### src/core/ptwio_defines.svh
// constants for the two-word host control/status interface
`ifndef PTWIO_DEFINES_SVH
`define PTWIO_DEFINES_SVH
`define PTWIO_CTL_SAVE 3
`define PTWIO_CTL_SERWR 4
`define PTWIO_CTL_ALMCLR 5
`define PTWIO_CTL_RNGCLR 6
`define PTWIO_PK_LSB 8
`define PTWIO_ST_BADDATA 3
`define PTWIO_ST_CONVERR 4
`define PTWIO_ST_ALARM 5
`define PTWIO_ST_RANGE 6
`define PTWIO_ST_ALIVE 7
`define PTWIO_CLK_HZ 40000000
`define PTWIO_ALIVE_HZ 1
`define PTWIO_HALF_CYCLES (`PTWIO_CLK_HZ / (2 * `PTWIO_ALIVE_HZ))
`define PTWIO_STATUS_RST 16'h0000
`endif

### src/core/ptwio_pkg.sv
// types for the two-word host control/status interface
package ptwio_pkg;
	typedef struct packed {
		logic bad_data;
		logic good_data;
		logic conv_err;
		logic [7:0] alarm;
		logic [7:0] out_range;
		logic [7:0] open_sensor;
		logic [7:0] chan_en;
	} ptwio_events_t;
	typedef struct packed {
		logic save_cfg;
		logic serial_wr_en;
		logic alarm_clr;
		logic range_clr;
		logic [7:0] peak_clr;
	} ptwio_cmds_t;
endpackage

### src/core/ptwio_io_words.sv
// two-word host control/status interface of the temperature input module
`timescale 1ns/100ps
`include "ptwio_defines.svh"
module ptwio_io_words #(
	parameter int HALF_CYCLES = `PTWIO_HALF_CYCLES
) (
	input wire logic clk,
	input wire logic rstn,
	input wire logic two_word_jumper,
	input wire logic [15:0] host_control_word,
	input wire ptwio_pkg::ptwio_events_t events,
	input wire logic [7:0] peak_clr_done,
	output logic [15:0] module_status_word,
	output ptwio_pkg::ptwio_cmds_t cmds,
	output logic [7:0] open_sensor_flags
);
	import ptwio_pkg::*;

	logic rst_s1_q, rst_s2_q;
	always_ff @(posedge clk or negedge rstn) begin
		if (!rstn) begin
			rst_s1_q <= 1'b0;
			rst_s2_q <= 1'b0;
		end else begin
			rst_s1_q <= 1'b1;
			rst_s2_q <= rst_s1_q;
		end
	end

	// jumper is a pin: three stages, change accepted when stages 2,3 agree
	logic [2:0] jmp_q, jmp_d;
	logic mode_q, mode_d;
	logic [15:0] ctl_q, ctl_d;
	logic [15:0] st_q, st_d;
	ptwio_cmds_t cmd_q, cmd_d;
	logic [7:0] open_q, open_d;
	logic [31:0] div_q, div_d;
	logic save_prev_q, save_prev_d;

	always_comb begin
		jmp_d = {jmp_q[1:0], two_word_jumper};
		mode_d = mode_q;
		if (jmp_q[1] == jmp_q[2])
			mode_d = jmp_q[2];
		ctl_d = host_control_word;
		st_d = st_q;
		open_d = open_q;
		div_d = div_q + 32'h00000001;
		save_prev_d = ctl_q[`PTWIO_CTL_SAVE];
		cmd_d = '0;
		if (mode_q) begin
			// save fires once per rising edge of the request bit
			cmd_d.save_cfg = ctl_q[`PTWIO_CTL_SAVE] && !save_prev_q;
			cmd_d.serial_wr_en = ctl_q[`PTWIO_CTL_SERWR];
			cmd_d.alarm_clr = ctl_q[`PTWIO_CTL_ALMCLR];
			cmd_d.range_clr = ctl_q[`PTWIO_CTL_RNGCLR];
			cmd_d.peak_clr = ctl_q[15:`PTWIO_PK_LSB];
			// valid data outranks invalid when both arrive together
			if (events.good_data)
				st_d[`PTWIO_ST_BADDATA] = 1'b0;
			else if (events.bad_data)
				st_d[`PTWIO_ST_BADDATA] = 1'b1;
			if (events.conv_err)
				st_d[`PTWIO_ST_CONVERR] = 1'b1;
			// set beats clear in the same cycle
			if (ctl_q[`PTWIO_CTL_ALMCLR])
				st_d[`PTWIO_ST_ALARM] = 1'b0;
			if (|events.alarm)
				st_d[`PTWIO_ST_ALARM] = 1'b1;
			if (ctl_q[`PTWIO_CTL_RNGCLR]) begin
				st_d[`PTWIO_ST_RANGE] = 1'b0;
				open_d = 8'h00;
			end
			if (|events.out_range)
				st_d[`PTWIO_ST_RANGE] = 1'b1;
			open_d = open_d | (events.open_sensor & events.chan_en);
			// ack only once done, dropped with request
			st_d[15:8] = ctl_q[15:8] & (st_q[15:8] | peak_clr_done);
			if (div_q >= 32'(HALF_CYCLES - 1)) begin
				div_d = 32'h00000000;
				st_d[`PTWIO_ST_ALIVE] = !st_q[`PTWIO_ST_ALIVE];
			end
		end else begin
			div_d = 32'h00000000;
			st_d[`PTWIO_ST_ALIVE] = 1'b0;
		end
		st_d[2:0] = 3'h0;
	end

	always_ff @(posedge clk or negedge rstn) begin
		if (!rstn) begin
			jmp_q <= 3'h0;
			mode_q <= 1'b0;
			ctl_q <= 16'h0000;
			st_q <= `PTWIO_STATUS_RST;
			cmd_q <= '0;
			open_q <= 8'h00;
			div_q <= 32'h00000000;
			save_prev_q <= 1'b0;
		end else if (!rst_s2_q) begin
			jmp_q <= 3'h0;
			mode_q <= 1'b0;
			ctl_q <= 16'h0000;
			st_q <= `PTWIO_STATUS_RST;
			cmd_q <= '0;
			open_q <= 8'h00;
			div_q <= 32'h00000000;
			save_prev_q <= 1'b0;
		end else begin
			jmp_q <= jmp_d;
			mode_q <= mode_d;
			ctl_q <= ctl_d;
			st_q <= st_d;
			cmd_q <= cmd_d;
			open_q <= open_d;
			div_q <= div_d;
			save_prev_q <= save_prev_d;
		end
	end

	assign module_status_word = st_q;
	assign cmds = cmd_q;
	assign open_sensor_flags = open_q;

	// high-time counter only feeds the alive duty check
	logic [31:0] hi_cnt_q, hi_cnt_d;
	always_comb begin
		hi_cnt_d = 32'h00000000;
		if (st_q[`PTWIO_ST_ALIVE])
			hi_cnt_d = hi_cnt_q + 32'h00000001;
	end
	always_ff @(posedge clk or negedge rstn) begin
		if (!rstn)
			hi_cnt_q <= 32'h00000000;
		else if (!rst_s2_q)
			hi_cnt_q <= 32'h00000000;
		else
			hi_cnt_q <= hi_cnt_d;
	end

	chk_alarm_sticky: assert property (@(posedge clk)
		disable iff (!rst_s2_q)
		mode_q && |events.alarm |=> st_q[`PTWIO_ST_ALARM])
		else $error("alarm status not set");
	chk_range_sticky: assert property (@(posedge clk)
		disable iff (!rst_s2_q)
		mode_q && |events.out_range |=> st_q[`PTWIO_ST_RANGE])
		else $error("range status not set");
	chk_alarm_clear: assert property (@(posedge clk)
		disable iff (!rst_s2_q)
		mode_q && ctl_q[5] && !(|events.alarm) |=> !st_q[5])
		else $error("alarm status not cleared");
	chk_bad_data: assert property (@(posedge clk)
		disable iff (!rst_s2_q)
		mode_q && events.bad_data && !events.good_data |=> st_q[3])
		else $error("bad data flag not set");
	chk_good_data: assert property (@(posedge clk)
		disable iff (!rst_s2_q)
		mode_q && events.good_data |=> !st_q[3])
		else $error("bad data flag not cleared");
	chk_ack_drop: assert property (@(posedge clk)
		disable iff (!rst_s2_q)
		!ctl_q[8] |=> !st_q[8])
		else $error("ack held without request");
	chk_save_pulse: assert property (@(posedge clk)
		disable iff (!rst_s2_q)
		cmd_q.save_cfg |=> !cmd_q.save_cfg)
		else $error("save pulse too long");
	chk_reserved_zero: assert property (@(posedge clk)
		disable iff (!rst_s2_q)
		st_q[2:0] == 3'h0)
		else $error("reserved status bits set");
	chk_serial_gate: assert property (@(posedge clk)
		disable iff (!rst_s2_q)
		mode_q && ctl_q[4] |=> cmd_q.serial_wr_en)
		else $error("serial write not permitted");
	chk_serial_block: assert property (@(posedge clk)
		disable iff (!rst_s2_q)
		!ctl_q[4] |=> !cmd_q.serial_wr_en)
		else $error("serial write not blocked");
	chk_range_clear: assert property (@(posedge clk)
		disable iff (!rst_s2_q)
		mode_q && ctl_q[6] && !(|events.out_range) |=> !st_q[6])
		else $error("range status not cleared");
	chk_open_clear: assert property (@(posedge clk)
		disable iff (!rst_s2_q)
		mode_q && ctl_q[6] && !(|events.open_sensor)
		|=> open_q == 8'h00)
		else $error("open sensor flags not cleared");
	chk_open_set: assert property (@(posedge clk)
		disable iff (!rst_s2_q)
		mode_q && events.open_sensor[0] && events.chan_en[0]
		|=> open_q[0])
		else $error("open sensor flag not set");
	chk_conv_set: assert property (@(posedge clk)
		disable iff (!rst_s2_q)
		mode_q && events.conv_err |=> st_q[4])
		else $error("conversion error not set");
	chk_conv_hold: assert property (@(posedge clk)
		disable iff (!rst_s2_q)
		st_q[4] |=> st_q[4])
		else $error("conversion error lost");
	chk_alarm_hold: assert property (@(posedge clk)
		disable iff (!rst_s2_q)
		st_q[5] && !ctl_q[5] |=> st_q[5])
		else $error("alarm status dropped without clear");
	chk_range_hold: assert property (@(posedge clk)
		disable iff (!rst_s2_q)
		st_q[6] && !ctl_q[6] |=> st_q[6])
		else $error("range status dropped without clear");
	chk_peak_cmd: assert property (@(posedge clk)
		disable iff (!rst_s2_q)
		mode_q |=> cmd_q.peak_clr == $past(ctl_q[15:8]))
		else $error("peak reset request not passed on");
	chk_ack_done: assert property (@(posedge clk)
		disable iff (!rst_s2_q)
		!st_q[8] && !peak_clr_done[0] |=> !st_q[8])
		else $error("ack before reset done");
	chk_ack_follow: assert property (@(posedge clk)
		disable iff (!rst_s2_q)
		mode_q && ctl_q[8] && peak_clr_done[0] |=> st_q[8])
		else $error("ack missing after reset done");
	chk_alive_gated: assert property (@(posedge clk)
		disable iff (!rst_s2_q)
		!mode_q |=> !st_q[7])
		else $error("alive bit set outside two-word mode");
	chk_alive_high: assert property (@(posedge clk)
		disable iff (!rst_s2_q)
		hi_cnt_q <= 32'(HALF_CYCLES))
		else $error("alive high time too long");
	chk_idle_cmds: assert property (@(posedge clk)
		disable iff (!rst_s2_q)
		!mode_q |=> cmd_q == '0)
		else $error("commands issued outside two-word mode");
	chk_save_edge: assert property (@(posedge clk)
		disable iff (!rst_s2_q)
		mode_q && ctl_q[3] && !save_prev_q |=> cmd_q.save_cfg)
		else $error("save request not issued");
endmodule

### config.mk
export PLATFORM = sky130hd
export DESIGN_NAME = ptwio_io_words
export DESIGN_NICKNAME = d
export VERILOG_FILES = /design/src/core/ptwio_pkg.sv /design/src/core/ptwio_io_words.sv
export VERILOG_INCLUDE_DIRS = /design/src /design/src/core
export SDC_FILE = /design/constraint.sdc
export NUM_CORES = 1
export LEC_CHECK = 0
export ABC_CLOCK_PERIOD_IN_PS = 2300
export BUFFER_PORTS_ARGS = -buffer_cell sky130_fd_sc_hd__buf_2
export CELL_PAD_IN_SITES_DETAIL_PLACEMENT = 1
export CELL_PAD_IN_SITES_GLOBAL_PLACEMENT = 1
export CORE_ASPECT_RATIO = 0.75
export CORE_MARGIN = 4
export CORE_UTILIZATION = 36
export CTS_BUF_LIST = sky130_fd_sc_hd__clkbuf_4 sky130_fd_sc_hd__clkbuf_8 sky130_fd_sc_hd__clkbuf_16
export DETAILED_ROUTE_END_ITERATION = 8
export PLACE_DENSITY_LB_ADDON = 0.05
export SLEW_MARGIN = 20
export SYNTH_ARGS = -nofsm -noshare
export SYNTH_HDL_FRONTEND = slang
export SYNTH_SLANG_ARGS = --single-unit
### constraint.sdc
create_clock -name clk -period 2.3 [get_ports clk]
set_clock_uncertainty 0.2 [all_clocks]
set_input_delay 0.345 -clock clk [delete_from_list [all_inputs] [get_ports clk]]
set_output_delay 0.345 -clock clk [all_outputs]
set_load 0.005 [all_outputs]
### Word level (Yosys, flattened, before mapping)

Index checks and enable logic that the tools add are counted.

* add/subtract/negate cells: 1
* magnitude comparators: 1
* eq/ne operators: 8
* muxes and demuxes: 26
* bitwise operators: 4
* reductions and logical operators: 9

Operators by type and width (count)
* $mux 32: 3
* $mux 8: 5
* $add 32x1->32 const B: 1
* $ge 32x25->1 const B: 1
* $mux 16: 2
* $mux 12: 2
* $and 8x8->8: 2
* $or 8x8->8: 2
* $reduce_or 8->1: 2
* $mux 1: 12
* $reduce_and 2->1: 4
* $ne 3x1->1 const B: 2
* $mux 4: 1
* $ne 2x1->1 const B: 2
* $mux 3: 1
* $ne 3x2->1 const B: 1
* $ne 3x3->1 const B: 1
* $logic_not 1->1: 2
* $ne 2x2->1 const B: 1
* $eq 1x1->1: 1
* $logic_and 1x1->1: 1

* flip-flop bits (word level): 91
* output and inout port bits: 36

### Logic depth before layout (Yosys ltp)

Gate-level depths: netlist (run 1).

* depth after elaboration: 5
* depth in mapped cells: 7
* gate-level depth less buffers: 5

### Least setup slack after synthesis (run 1)

No wires, ideal clock.

* path kind: register to register
* from: reg div_q[18]
* to: reg div_q[2]
* library setup time: 0.139 ns
* arrival: 1.904 ns
* data required time: 1.961 ns
* slack: 0.057 ns
* stages on the path, launching flop included: 6
* path buffers: 1
* clock period less this slack: 2.243 ns
* cells stage by stage: dfrtp_1 > or3_1 > or4_4 > o311ai_4 > buf_6 > nor3_1

* longest elaborated chain between the ends: 4

RTL lines
* start: declaration: RTL line ptwio_io_words.sv:37 `logic [31:0] div_q, div_d;`
* start signal: assignment: RTL line ptwio_io_words.sv:116 `div_q <= div_d;`
* $ge 32x25->1: RTL line ptwio_io_words.sv:79 `if (div_q >= 32'(HALF_CYCLES - 1)) begin`
* $mux 32: RTL line ptwio_io_words.sv:79
* $mux 32: RTL line ptwio_io_words.sv:51 `if (mode_q) begin`
* $mux 32: RTL line ptwio_io_words.sv:100 `end else if (!rst_s2_q) begin`

No other way between the ends.
A chain may end at the register's enable or synchronous reset.

### Worst setup path after layout (run 1)

* from: reg div_q[18]
* to: reg div_q[5]

Same word-level chain as after synthesis.

==> impl_results.md, run 1 <==
* Layout cell share with drive strength beyond 1 at 32.0%
* CP endpoint kind: flop
* Die width at between 100 and 150 µm
* Later-pin clock latency in the skew report at 0.33 ns
* Cell Pwr Density at 640 mW/mm²
* Initial core utilization at approximately 37%
* Routed WL at between 9000 and 10,000 µm
* Register bit count reported by yosys at 84
* Critical path's largest stage delay at 0.52 ns
* Post-synth EDFFs at 0
* Worst Path Arrival at approximately 2.2 ns
* Die area at around 0.012 mm²
* R2r endpoint: div_q[5]
* Top delay family on crit path: simple AND/OR/NAND/NOR gates
* Vias at 2,846
* Post-DP HPWL at 6400 µm
* CTS root buf: clkbuf_16
* Slew margin rel. at 64.9%
* Worst slew pin tran at 0.521 ns
* Worst Path Max Fanout at 25
* YS warnings at 0
* Min Tclk post-route at 2.21 ns
* Gp weighted congestion at 0.729
* Sequential element share of the synthesized area at 58.9%
* Post-route cell area at ~0.0046 mm²
* CTS Buf Count at 9
* Max Freq at 452 MHz
* CP Launch Type: flop
* Antenna Cells at 0
* Status: complete, no violations
* Initial antenna violation count at 0
* Reg2Reg Launch Point: div_q[18]
* Area added between synthesis and finish at 29.1%
* Final setup fails at 0
* DRT Pass-1 Iters at 4
* Routed len/inst at 15.8 µm
* DP Area at around 0.0043 mm²
* Crit path kind: flop to flop
* Largest net degree at the start of global routing at 40
* Worst Setup EP: div_q[5]
* RSZ-0062 raised after global routing: false
* Setup TNS at 0 ns
* Iter 0 DRT Violations at 93
* FP Rows at 31
* Num Clock Sinks at 84
* CORE AREA at 0.00966 mm²
* Final hold violations at 0
* CP Cell Sequence: or3_1 -> or4_4 -> o311ai_4 -> buf_12 -> nor3_1
* Nets at 496
* Synthesized area at 0.00357 mm²
* Post-route ant nets at 0
* Crit path depth at 5
* Via density at roughly 5.0
* Number of global-route vias before repair at 2,961
* Peak supply drop at about 0.34 mV
* CTS tree: done
* Crit path from: div_q[18]
* CP Data Required Time at 2.30 ns
* Overall die height at 94.3 µm
* Count of unique library cells instantiated by Yosys at 45
* FF-to-FF path depth at 5
* Num ports at 98
* Bufs on Longest Clock Path at 2
* Synth area leader: dfrtp_1
* I/O Buffers at 90
* Max-cap viol count at 0
* GR Util All Layers at approximately 16%
* Syn_area_per_cell at 11.2 µm²
* Number of H-tree levels at 3
* Synth top area share at 58.9%
* FFs w/ async S/R, synth at 100%
* HP Class: input port to flop
* GRT Residual Overflow at 0
* Max Slew Vio Count at 0
* Buf+Inv Stages, Crit Path at 1
* Critical-path top delay cell: or4_4
* Final period utilization at 96.3%
* DRC at 0
* Setup slack, reg-to-reg at 0.09 ns
* Dominant synthesized flop cell: dfrtp_1
* Synth area leaders: dfrtp_1, and2_1, nor3_1, nand4_1, and3_1
* Leakage dissipation at 2.21 nW
* First-pass GRT wire length at 14,600 µm
* CTS clk-pin slew, worst paths at 0.06 ns
* Synth Instances at 320
==> sequential cells by signal, indices dropped and copies added, names as in the netlist <==
register,cells
open_sensor_flags,8
rst_s1_q,1
save_prev_q,1
mode_q,1
cmds,12
rst_s2_q,1
module_status_word,13
ctl_q,12
div_q,32
jmp_q,3
==> worst min path at each step <==
stage | start | end | slack (ns) | cells after the start
4_1_cts | two_word_jumper | jmp_q[0] | 0.006 | 2
3_3_place_gp | rstn | div_q[28] | 0.11 | 1
2_1_floorplan | rstn | cmds[0] | -0.15 | 0
6_report | two_word_jumper | jmp_q[0] | 0.02 | 2
3_5_place_dp | rstn | div_q[25] | 0.11 | 1
5_1_grt | two_word_jumper | jmp_q[0] | 0.02 | 2
==> what timing repair did <==
action	CTS	global route
setup buffers	0	3
endpoints found under the hold margin	30	0
hold buffers	1	0
endpoints found under the setup margin	0	23
gates resized for setup	0	2
==> per-stage QoR <==
| step | cells | power [mW] | hold slack (ns) | utilization, % | worst slack, ns |
|---|---|---|---|---|---|
| after floorplan | 329 | 1.57 | -0.151 | - | 0.0575 |
| after global placement | 550 | 1.65 | 0.111 | 44.5 | 0.116 |
| after detailed placement | 550 | 1.66 | 0.111 | 44.5 | 0.0634 |
| after CTS | 567 | 3.00 | 0.00609 | 47.4 | 0.0472 |
| after global routing | 570 | 3.07 | 0.0208 | 47.7 | 0.0234 |
| final | 570 | 2.95 | 0.0189 | 47.7 | 0.0862 |
==> cells by family (layout without fill, tap and decap cells) <==
logic type	count (synthesis)	in the layout	share of synthesized area [%]
other	2	11	0.210
and+or+nand+nor	132	132	21.4
AOI/OAI and AO/OA	60	60	12.2
DFF	84	84	58.9
buffers and inverters	27	136	3.61
xor gates and xnor gates	14	14	3.43
adders and majority gates	1	1	0.350
==> cell type report <==
| type | instances | area (µm²) |
|---|---|---|
| clock buffers | 11 | 246 |
| clock inverters | 5 | 27.5 |
| fillers | 1118 | 5050 |
| inverters | 5 | 18.8 |
| multi-input cells | 218 | 1380 |
| flip-flops and latches | 84 | 2100 |
| well taps | 132 | 165 |
| repair buffers | 115 | 668 |
==> layout by cell type (no fill, tap or decap), types with 4 or more instances in the layout <==
cell,netlist,layout
nor3_1,19,19
nand3_1,8,8
or4_1,4,4
inv_1,5,5
o21ai_0,15,15
nor2_1,12,12
nand2_1,11,11
nor4_1,7,7
clkinv_2,0,4
a211oi_1,7,7
xor2_1,8,8
buf_2,1,89
xnor2_1,6,6
buf_4,3,23
and3_1,12,12
nor2b_1,10,10
conb_1,2,11
dfrtp_1,84,84
a21oi_1,13,13
nand4_1,15,15
and2_1,17,17
clkbuf_16,0,9
or3_1,7,7
a32oi_1,8,8
==> cell usage after synthesis, types with 2 or more instances <==
master,count
nor4_1,7
a211oi_1,7
nor3_1,19
and2_1,17
nor2_1,12
nand4_1,15
nand3_1,8
a211oi_2,3
nand2_1,11
clkbuf_1,15
and4_1,4
xnor2_1,6
a21oi_1,13
dfrtp_1,84
a32oi_1,8
xor2_1,8
or4_1,4
a21boi_0,2
buf_6,2
buf_4,3
o21ai_0,15
conb_1,2
o21a_1,2
o31ai_1,2
or3_1,7
nor2b_1,10
inv_1,5
and3_1,12
==> report_power, final <==
group	leakage, nW	switching [mW]	internal (mW)
clock network	0.138	0.557	0.765
registers	1.14	0.00772	1.50
logic	0.935	0.0640	0.0565
==> metal layers <==
layer,part of all wire [%],GRT usage [%],vias up
li1,-,-,1380
met1,48,22.5,1389
met2,45,24.6,68
met3,5.5,4.39,9
met4,0.93,4.52,0
met5,0,0,-
(Power assumes the default switching activity.)
==> run 2, diff against run 1 <==
Settings changed: PLACE_DENSITY_LB_ADDON 0.05 to 0.1.
==> run 2 against run 1 <==
Against the previous run: design area grew 3.2%; largest cell class unchanged; largest power group unchanged; power grew 4.9%; sequential share of layout area shrank 1.4 points; first-iteration DRC count grew 31%; worst hold slack lost 0.0039 ns; non-clock buffer count grew 5.
==> impl_results.md, run 2 (synthesized netlist as in run 1, its figures left out) <==
* Overall die height at 94.3 µm (unchanged)
* FF-to-FF path depth at 8 (+3)
* First-pass GRT wire length at 15,400 µm (+6.0%)
* Nets at 501 (+1.0%)
* Comb power frac at 4.2% (about the same)
* Slew margin rel. at 57.7% (-7.2 points)
* DRC at 0 (unchanged)
* Layout cell share with drive strength beyond 1 at 32.7% (+0.77 points)
* Status: complete, no violations
* Total internal power at 2.41 mW (+3.7%)
* CORE AREA at 0.00966 mm² (unchanged)
* Number of H-tree levels at 3 (unchanged)
* Final period utilization at 98.2% (+1.9 points)
* CTS root buf: clkbuf_16
* CP endpoint kind: flop
* Setup slack, reg-to-reg at 0.04 ns (-0.04 ns)
* Num Clock Sinks at 84 (unchanged)
* Die area at 0.0116 mm² (unchanged)
* I/O Buffers at 90 (unchanged)
* Final non-filler cell total at 575 (+0.88%)
* Peak supply drop at 0.303 mV (-9.8%)
* Cell Pwr Density at 650 mW/mm² (+1.6%)
* Die width at 123 µm (unchanged)
* CTS tree: done
* Top delay family on crit path: compound AO/OA/AOI/OAI gates
* Most frequent cells in the layout: buf_2, dfrtp_1, nor3_1, buf_4, and2_1
* Most frequent CP cell: buf_4
* CP Launch Type: flop
* DRT Pass-1 Iters at 4 (unchanged)
* Area occupied by multi-input gates at 0.00140 mm² (+1.1%)
* Final hold violations at 0 (unchanged)
* Post-Place Cells at 548 (-0.36%)
* Crit path depth at 8 (+3)
* Reg2Reg Launch Point: div_q[18]
* Iter 0 DRT Violations at 122 (+31%)
* Bufs on Longest Clock Path at 2 (unchanged)
* Later-pin clock latency in the skew report at 0.35 ns (+0.02 ns)
* Antenna Cells at 0 (unchanged)
* Max reg flops at 32 (unchanged)
* Switching part of the total at 22.2% (+0.86 points)
* Buf+Inv Stages, Crit Path at 4 (+3)
* Initial antenna violation count at 0 (unchanged)
* CTS clk-pin slew, worst paths at 0.06 ns (about the same)
* GR Util All Layers at 17.5% (+1.4 points)
* Routed len/inst at 17.0 µm (+7.7%)
* Initial core utilization at 37.0% (unchanged)
* R2r endpoint: div_q[23]
* Worst slew pin tran at 0.629 ns (+0.108 ns)
* Max Slew Vio Count at 0 (unchanged)
* Max Freq at 443 MHz (-1.9%)
* Register Area at 0.00210 mm² (+0.12%)
* Worst Hold Slack at 0.0150 ns (-0.00392 ns)
* Worst Path Max Fanout at 6 (-76%)
* Critical-path top delay cell: o311a_2
* Seq pwr share at 48.8% (-2.3 points)
* FP Rows at 31 (unchanged)
* Gp weighted congestion at 0.778 (+6.6%)
* Clk pwr share at 47.0% (+2.2 points)
* Largest net degree at the start of global routing at 41 (+2.5%)
* Commonest non-fill, non-tap cell in the layout: buf_2
* CP Cell Sequence: buf_4 -> o311a_2 -> o31ai_2 -> buf_4 -> o311ai_4 -> buf_12 -> clkbuf_16 -> a211oi_1
* Leakage dissipation at 2.25 nW (+1.8%)
* CTS Buf Count at 9 (unchanged)
* Crit path kind: flop to flop
* GRT Residual Overflow at 0 (unchanged)
* Min Tclk post-route at 2.26 ns (+0.0436 ns)
* Post-DP HPWL at 6570 µm (+2.7%)
* Max-cap viol count at 0 (unchanged)
* Switching pwr at 686 µW (+9.1%)
* Worst Setup EP: div_q[23]
* Largest Register: div_q
* Area added between synthesis and finish at 33.3%
* CP Data Required Time at 2.33 ns (+0.03 ns)
* HP Class: input port to flop
* Crit path from: div_q[18]
* Final setup fails at 0 (unchanged)
* Num ports at 98 (unchanged)
* Number of global-route vias before repair at 3,037 (+2.6%)
* FILL cells at 1,080 (-3.4%)
* Critical path's largest stage delay at 0.43 ns (-0.09 ns)
* Via density at 5.09 (+1.8%)
* Worst Path Arrival at 2.29 ns (+0.08 ns)
* Routed WL at 9800 µm (+8.7%)
* Vias at 2,924 (+2.7%)
* Post-route ant nets at 0 (unchanged)
==> run 2: cell types whose count changed in the layout (fill, tap and decap cells not counted), moves of 2 or more <==
cell           before  now
dfrtp_2             0    2
buf_4              23   19
clkinv_4            0    4
clkbuf_16           9   11
dlygate4sd3_1       1    6
clkinv_2            4    1
dfrtp_1            84   82
==> run 2: cell type report <==
class / count / share of cell area (%)
clock buffers: 9 / 4.73
clock inverters: 7 / 1.63
inverters: 5 / 0.394
multi-input cells: 218 / 29.4
flip-flops and latches: 84 / 44.2
well taps: 132 / 3.47
repair buffers: 120 / 16.2
==> run 2: per-stage QoR <==
step	setup TNS (ns)	power [mW]	instance area (µm²)	util [%]	setup WS, ns
2_1_floorplan	0	1.57	3600	-	0.0575
3_3_place_gp	0	1.65	4280	44.3	0.0814
3_5_place_dp	0	1.66	4280	44.3	0.0617
4_1_cts	0	3.13	4640	48.1	0.0513
5_1_grt	-0.0706	3.20	4760	49.3	-0.0647
6_report	0	3.09	4760	49.3	0.0425
==> run 2: worst register-to-register path, delay by kind of cell, from the launching register on <==
kind / cells / cell delay (ns)
flops: 1 / 0.37
compound gates: 4 / 0.95
buf+inv: 4 / 0.64
==> run 2: per-layer routing <==
metal / part of all wire [%] / vias up / global-route usage, %
li1: - / 1391 / -
met1: 47 / 1440 / 23.8
met2: 45 / 78 / 26.1
met3: 6.6 / 15 / 5.78
met4: 1.5 / 0 / 6.08
met5: 0 / - / 0
==> run 2: repair_timing <==
| item | 4_1_cts | 5_1_grt |
|---|---|---|
| gates resized for setup | 0 | 7 |
| endpoints found under the hold margin | 28 | 0 |
| setup endpoints to repair | 0 | 23 |
| buffers inserted | 0 | 2 |
| hold buffers | 6 | 0 |
==> run 2: how the worst min path moves through the flow <==
stage	startpoint	to	slack, ns	cells after the start
after detailed placement	rstn	div_q[6]	0.08	1
after CTS	host_control_word[9]	ctl_q[9]	0.001	2
final	two_word_jumper	jmp_q[0]	0.02	2
after global routing	host_control_word[9]	ctl_q[9]	0.008	2
after floorplan	rstn	cmds[0]	-0.15	0
after global placement	rstn	div_q[6]	0.08	1
==> run 2: power by group through the flow <==
stage,Combinational [mW],Clock [mW],Sequential (mW)
floorplan,0.0343,0,1.53
global placement,0.119,0,1.54
detailed placement,0.122,0,1.54
CTS,0.131,1.49,1.51
global route,0.147,1.54,1.51
finish,0.130,1.45,1.51
==> run 3, diff against run 2 <==
Settings changed: CORE_ASPECT_RATIO 0.75 to 1.25.
==> run 3 against run 2 <==
Against the previous run: sequential power barely moved; global-route usage fell by 0.42 points; register-to-register slack barely moved; design area fell by 2.2%; critical path type unchanged; highest routed layer unchanged; clock power fell by 9%.
==> impl_results.md, run 3 (synthesized netlist as in run 1, its figures left out) <==
* Routed len/inst at 17.2 µm (+0.88%)
* Leakage dissipation at 2.21 nW (-1.6%)
* CP Data Required Time at 2.33 ns (about the same)
* Vias at 2,919 (-0.17%)
* First-pass GRT wire length at 15,900 µm (+3.3%)
* Setup slack, reg-to-reg at 0.05 ns (about the same)
* Max reg flops at 32 (unchanged)
* DRC at 0 (unchanged)
* CP endpoint kind: flop
* Via density at 5.18 (+2.0%)
* Crit path kind: flop to flop
* RSZ-0062 raised after global routing: false
* CTS tree: done
* Cell Pwr Density at 634 mW/mm² (-2.5%)
* Post-route ant nets at 0 (unchanged)
* Register Area at 0.00210 mm² (about the same)
* Largest Register: div_q
* Die area at 0.0116 mm² (about the same)
* Num ports at 98 (unchanged)
* Final period utilization at 97.7% (-0.50 points)
* Worst Path Arrival at 2.28 ns (about the same)
* Worst Path Max Fanout at 13 (+7)
* Iter 0 DRT Violations at 79 (-35%)
* Setup TNS at 0 ns (unchanged)
* GRT Residual Overflow at 0 (unchanged)
* Peak supply drop at 0.308 mV (+1.6%)
* Number of H-tree levels at 3 (unchanged)
* Area occupied by multi-input gates at 0.00141 mm² (+0.81%)
* Overall die height at 119 µm (+27%)
* Core Util, Final at 48.2% (-1.1 points)
* Initial antenna violation count at 0 (unchanged)
* Worst slew pin tran at 0.595 ns (-0.0339 ns)
* Nets at 496 (-1.0%)
* Final hold violations at 0 (unchanged)
* Most frequent cells in the layout: buf_2, dfrtp_1, buf_4, and2_1, nor3_1
* DRT Pass-1 Iters at 4 (unchanged)
* CORE AREA at 0.00966 mm² (about the same)
* Worst Hold Slack at 0.0173 ns (+0.00226 ns)
* GR Util All Layers at 17.1% (-0.42 points)
* Later-pin clock latency in the skew report at 0.33 ns (-0.02 ns)
* Final setup fails at 0 (unchanged)
* Min Tclk post-route at 2.25 ns (-0.0115 ns)
* Gp weighted congestion at 0.751 (-3.4%)
* Max Slew Vio Count at 0 (unchanged)
* CP Launch Type: flop
* Num Clock Sinks at 84 (unchanged)
* Routed WL at 9680 µm (-1.2%)
* I/O Buffers at 90 (unchanged)
* Post-DP HPWL at 6500 µm (-1.0%)
* Area added between synthesis and finish at 30.3%
* CTS clk-pin slew, worst paths at 0.06 ns (about the same)
* CTS Buf Count at 9 (unchanged)
* FILL cells at 1,097 (+1.6%)
* FP Rows at 40 (+29%)
* Max-cap viol count at 0 (unchanged)
* Status: complete, no violations
* Layout cell share with drive strength beyond 1 at 33.4% (+0.68 points)
* Largest net degree at the start of global routing at 49 (+20%)
* Initial core utilization at 37.0% (about the same)
* HP Class: input port to flop
* Antenna Cells at 0 (unchanged)
* Bufs on Longest Clock Path at 2 (unchanged)
* Max Freq at 445 MHz (+0.51%)
* Commonest non-fill, non-tap cell in the layout: buf_2
* Number of global-route vias before repair at 3,238 (+6.6%)
* CTS root buf: clkbuf_16
* Slew margin rel. at 60.0% (+2.3 points)
* Die width at 97.1 µm (-21%)
## run 3: stage by stage
step	worst slack [ns]	cell area [µm²]	instances	total power, mW
after global placement	0.0864	4270	542	1.65
after detailed placement	0.0443	4270	542	1.66
after CTS	0.0369	4560	558	3.00
after global routing	0.00239	4650	563	3.10
after floorplan	0.0575	3600	329	1.57
final	0.0540	4650	563	2.95
## run 3: routing by layer
metal  up-vias  part of all wire, %  wire [µm]  track usage [%]
met4         0                  1.5        149             5.71
li1       1376                    -          -                -
met5         -                    0          0                0
met2        49                   53       5130             30.1
met3        10                  3.8        365             4.22
met1      1484                   42       4040             20.3
## run 3: timing repair
action / CTS / global route
cloned: 0 / 2
pin swaps: 0 / 3
gates resized for setup: 1 / 9
endpoints found under the hold margin: 36 / 0
endpoints found under the setup margin: 1 / 24
hold buffers: 1 / 0
setup buffers: 0 / 3
## run 3: cell type report
| type | count | area share [%] |
|---|---|---|
| flip-flops and latches | 84 | 45.2 |
| inverters | 5 | 0.403 |
| well taps | 126 | 3.39 |
| clock inverters | 4 | 0.565 |
| multi-input cells | 218 | 30.3 |
| repair buffers | 115 | 14.9 |
| clock buffers | 11 | 5.30 |
## run 3: path summary, 6_finish.rpt
path,endpoint,from,cells past startpoint
max in group asynchronous,div_q[9],rstn,3
hold / removal,jmp_q[0],two_word_jumper,2
hold reg to reg,rst_s2_q,rst_s1_q,0
setup / recovery,div_q[14],div_q[9],6
setup reg to reg,div_q[14],div_q[9],6
min in group asynchronous,module_status_word[14],rstn,2
## run 3: worst max-delay path, cell delays in order (launching register included)
cell and delay (ns):
dfrtp_2 0.44, or4_4 0.51, a211oi_4 0.38, o311ai_4 0.13, buf_6 0.15, buf_12 0.15, nor3_1 0.19
## run 3: power breakdown
| part | switching (mW) | internal (mW) |
|---|---|---|
| sequential | 0.00967 | 1.50 |
| combinational | 0.0646 | 0.0551 |
| clock | 0.557 | 0.765 |
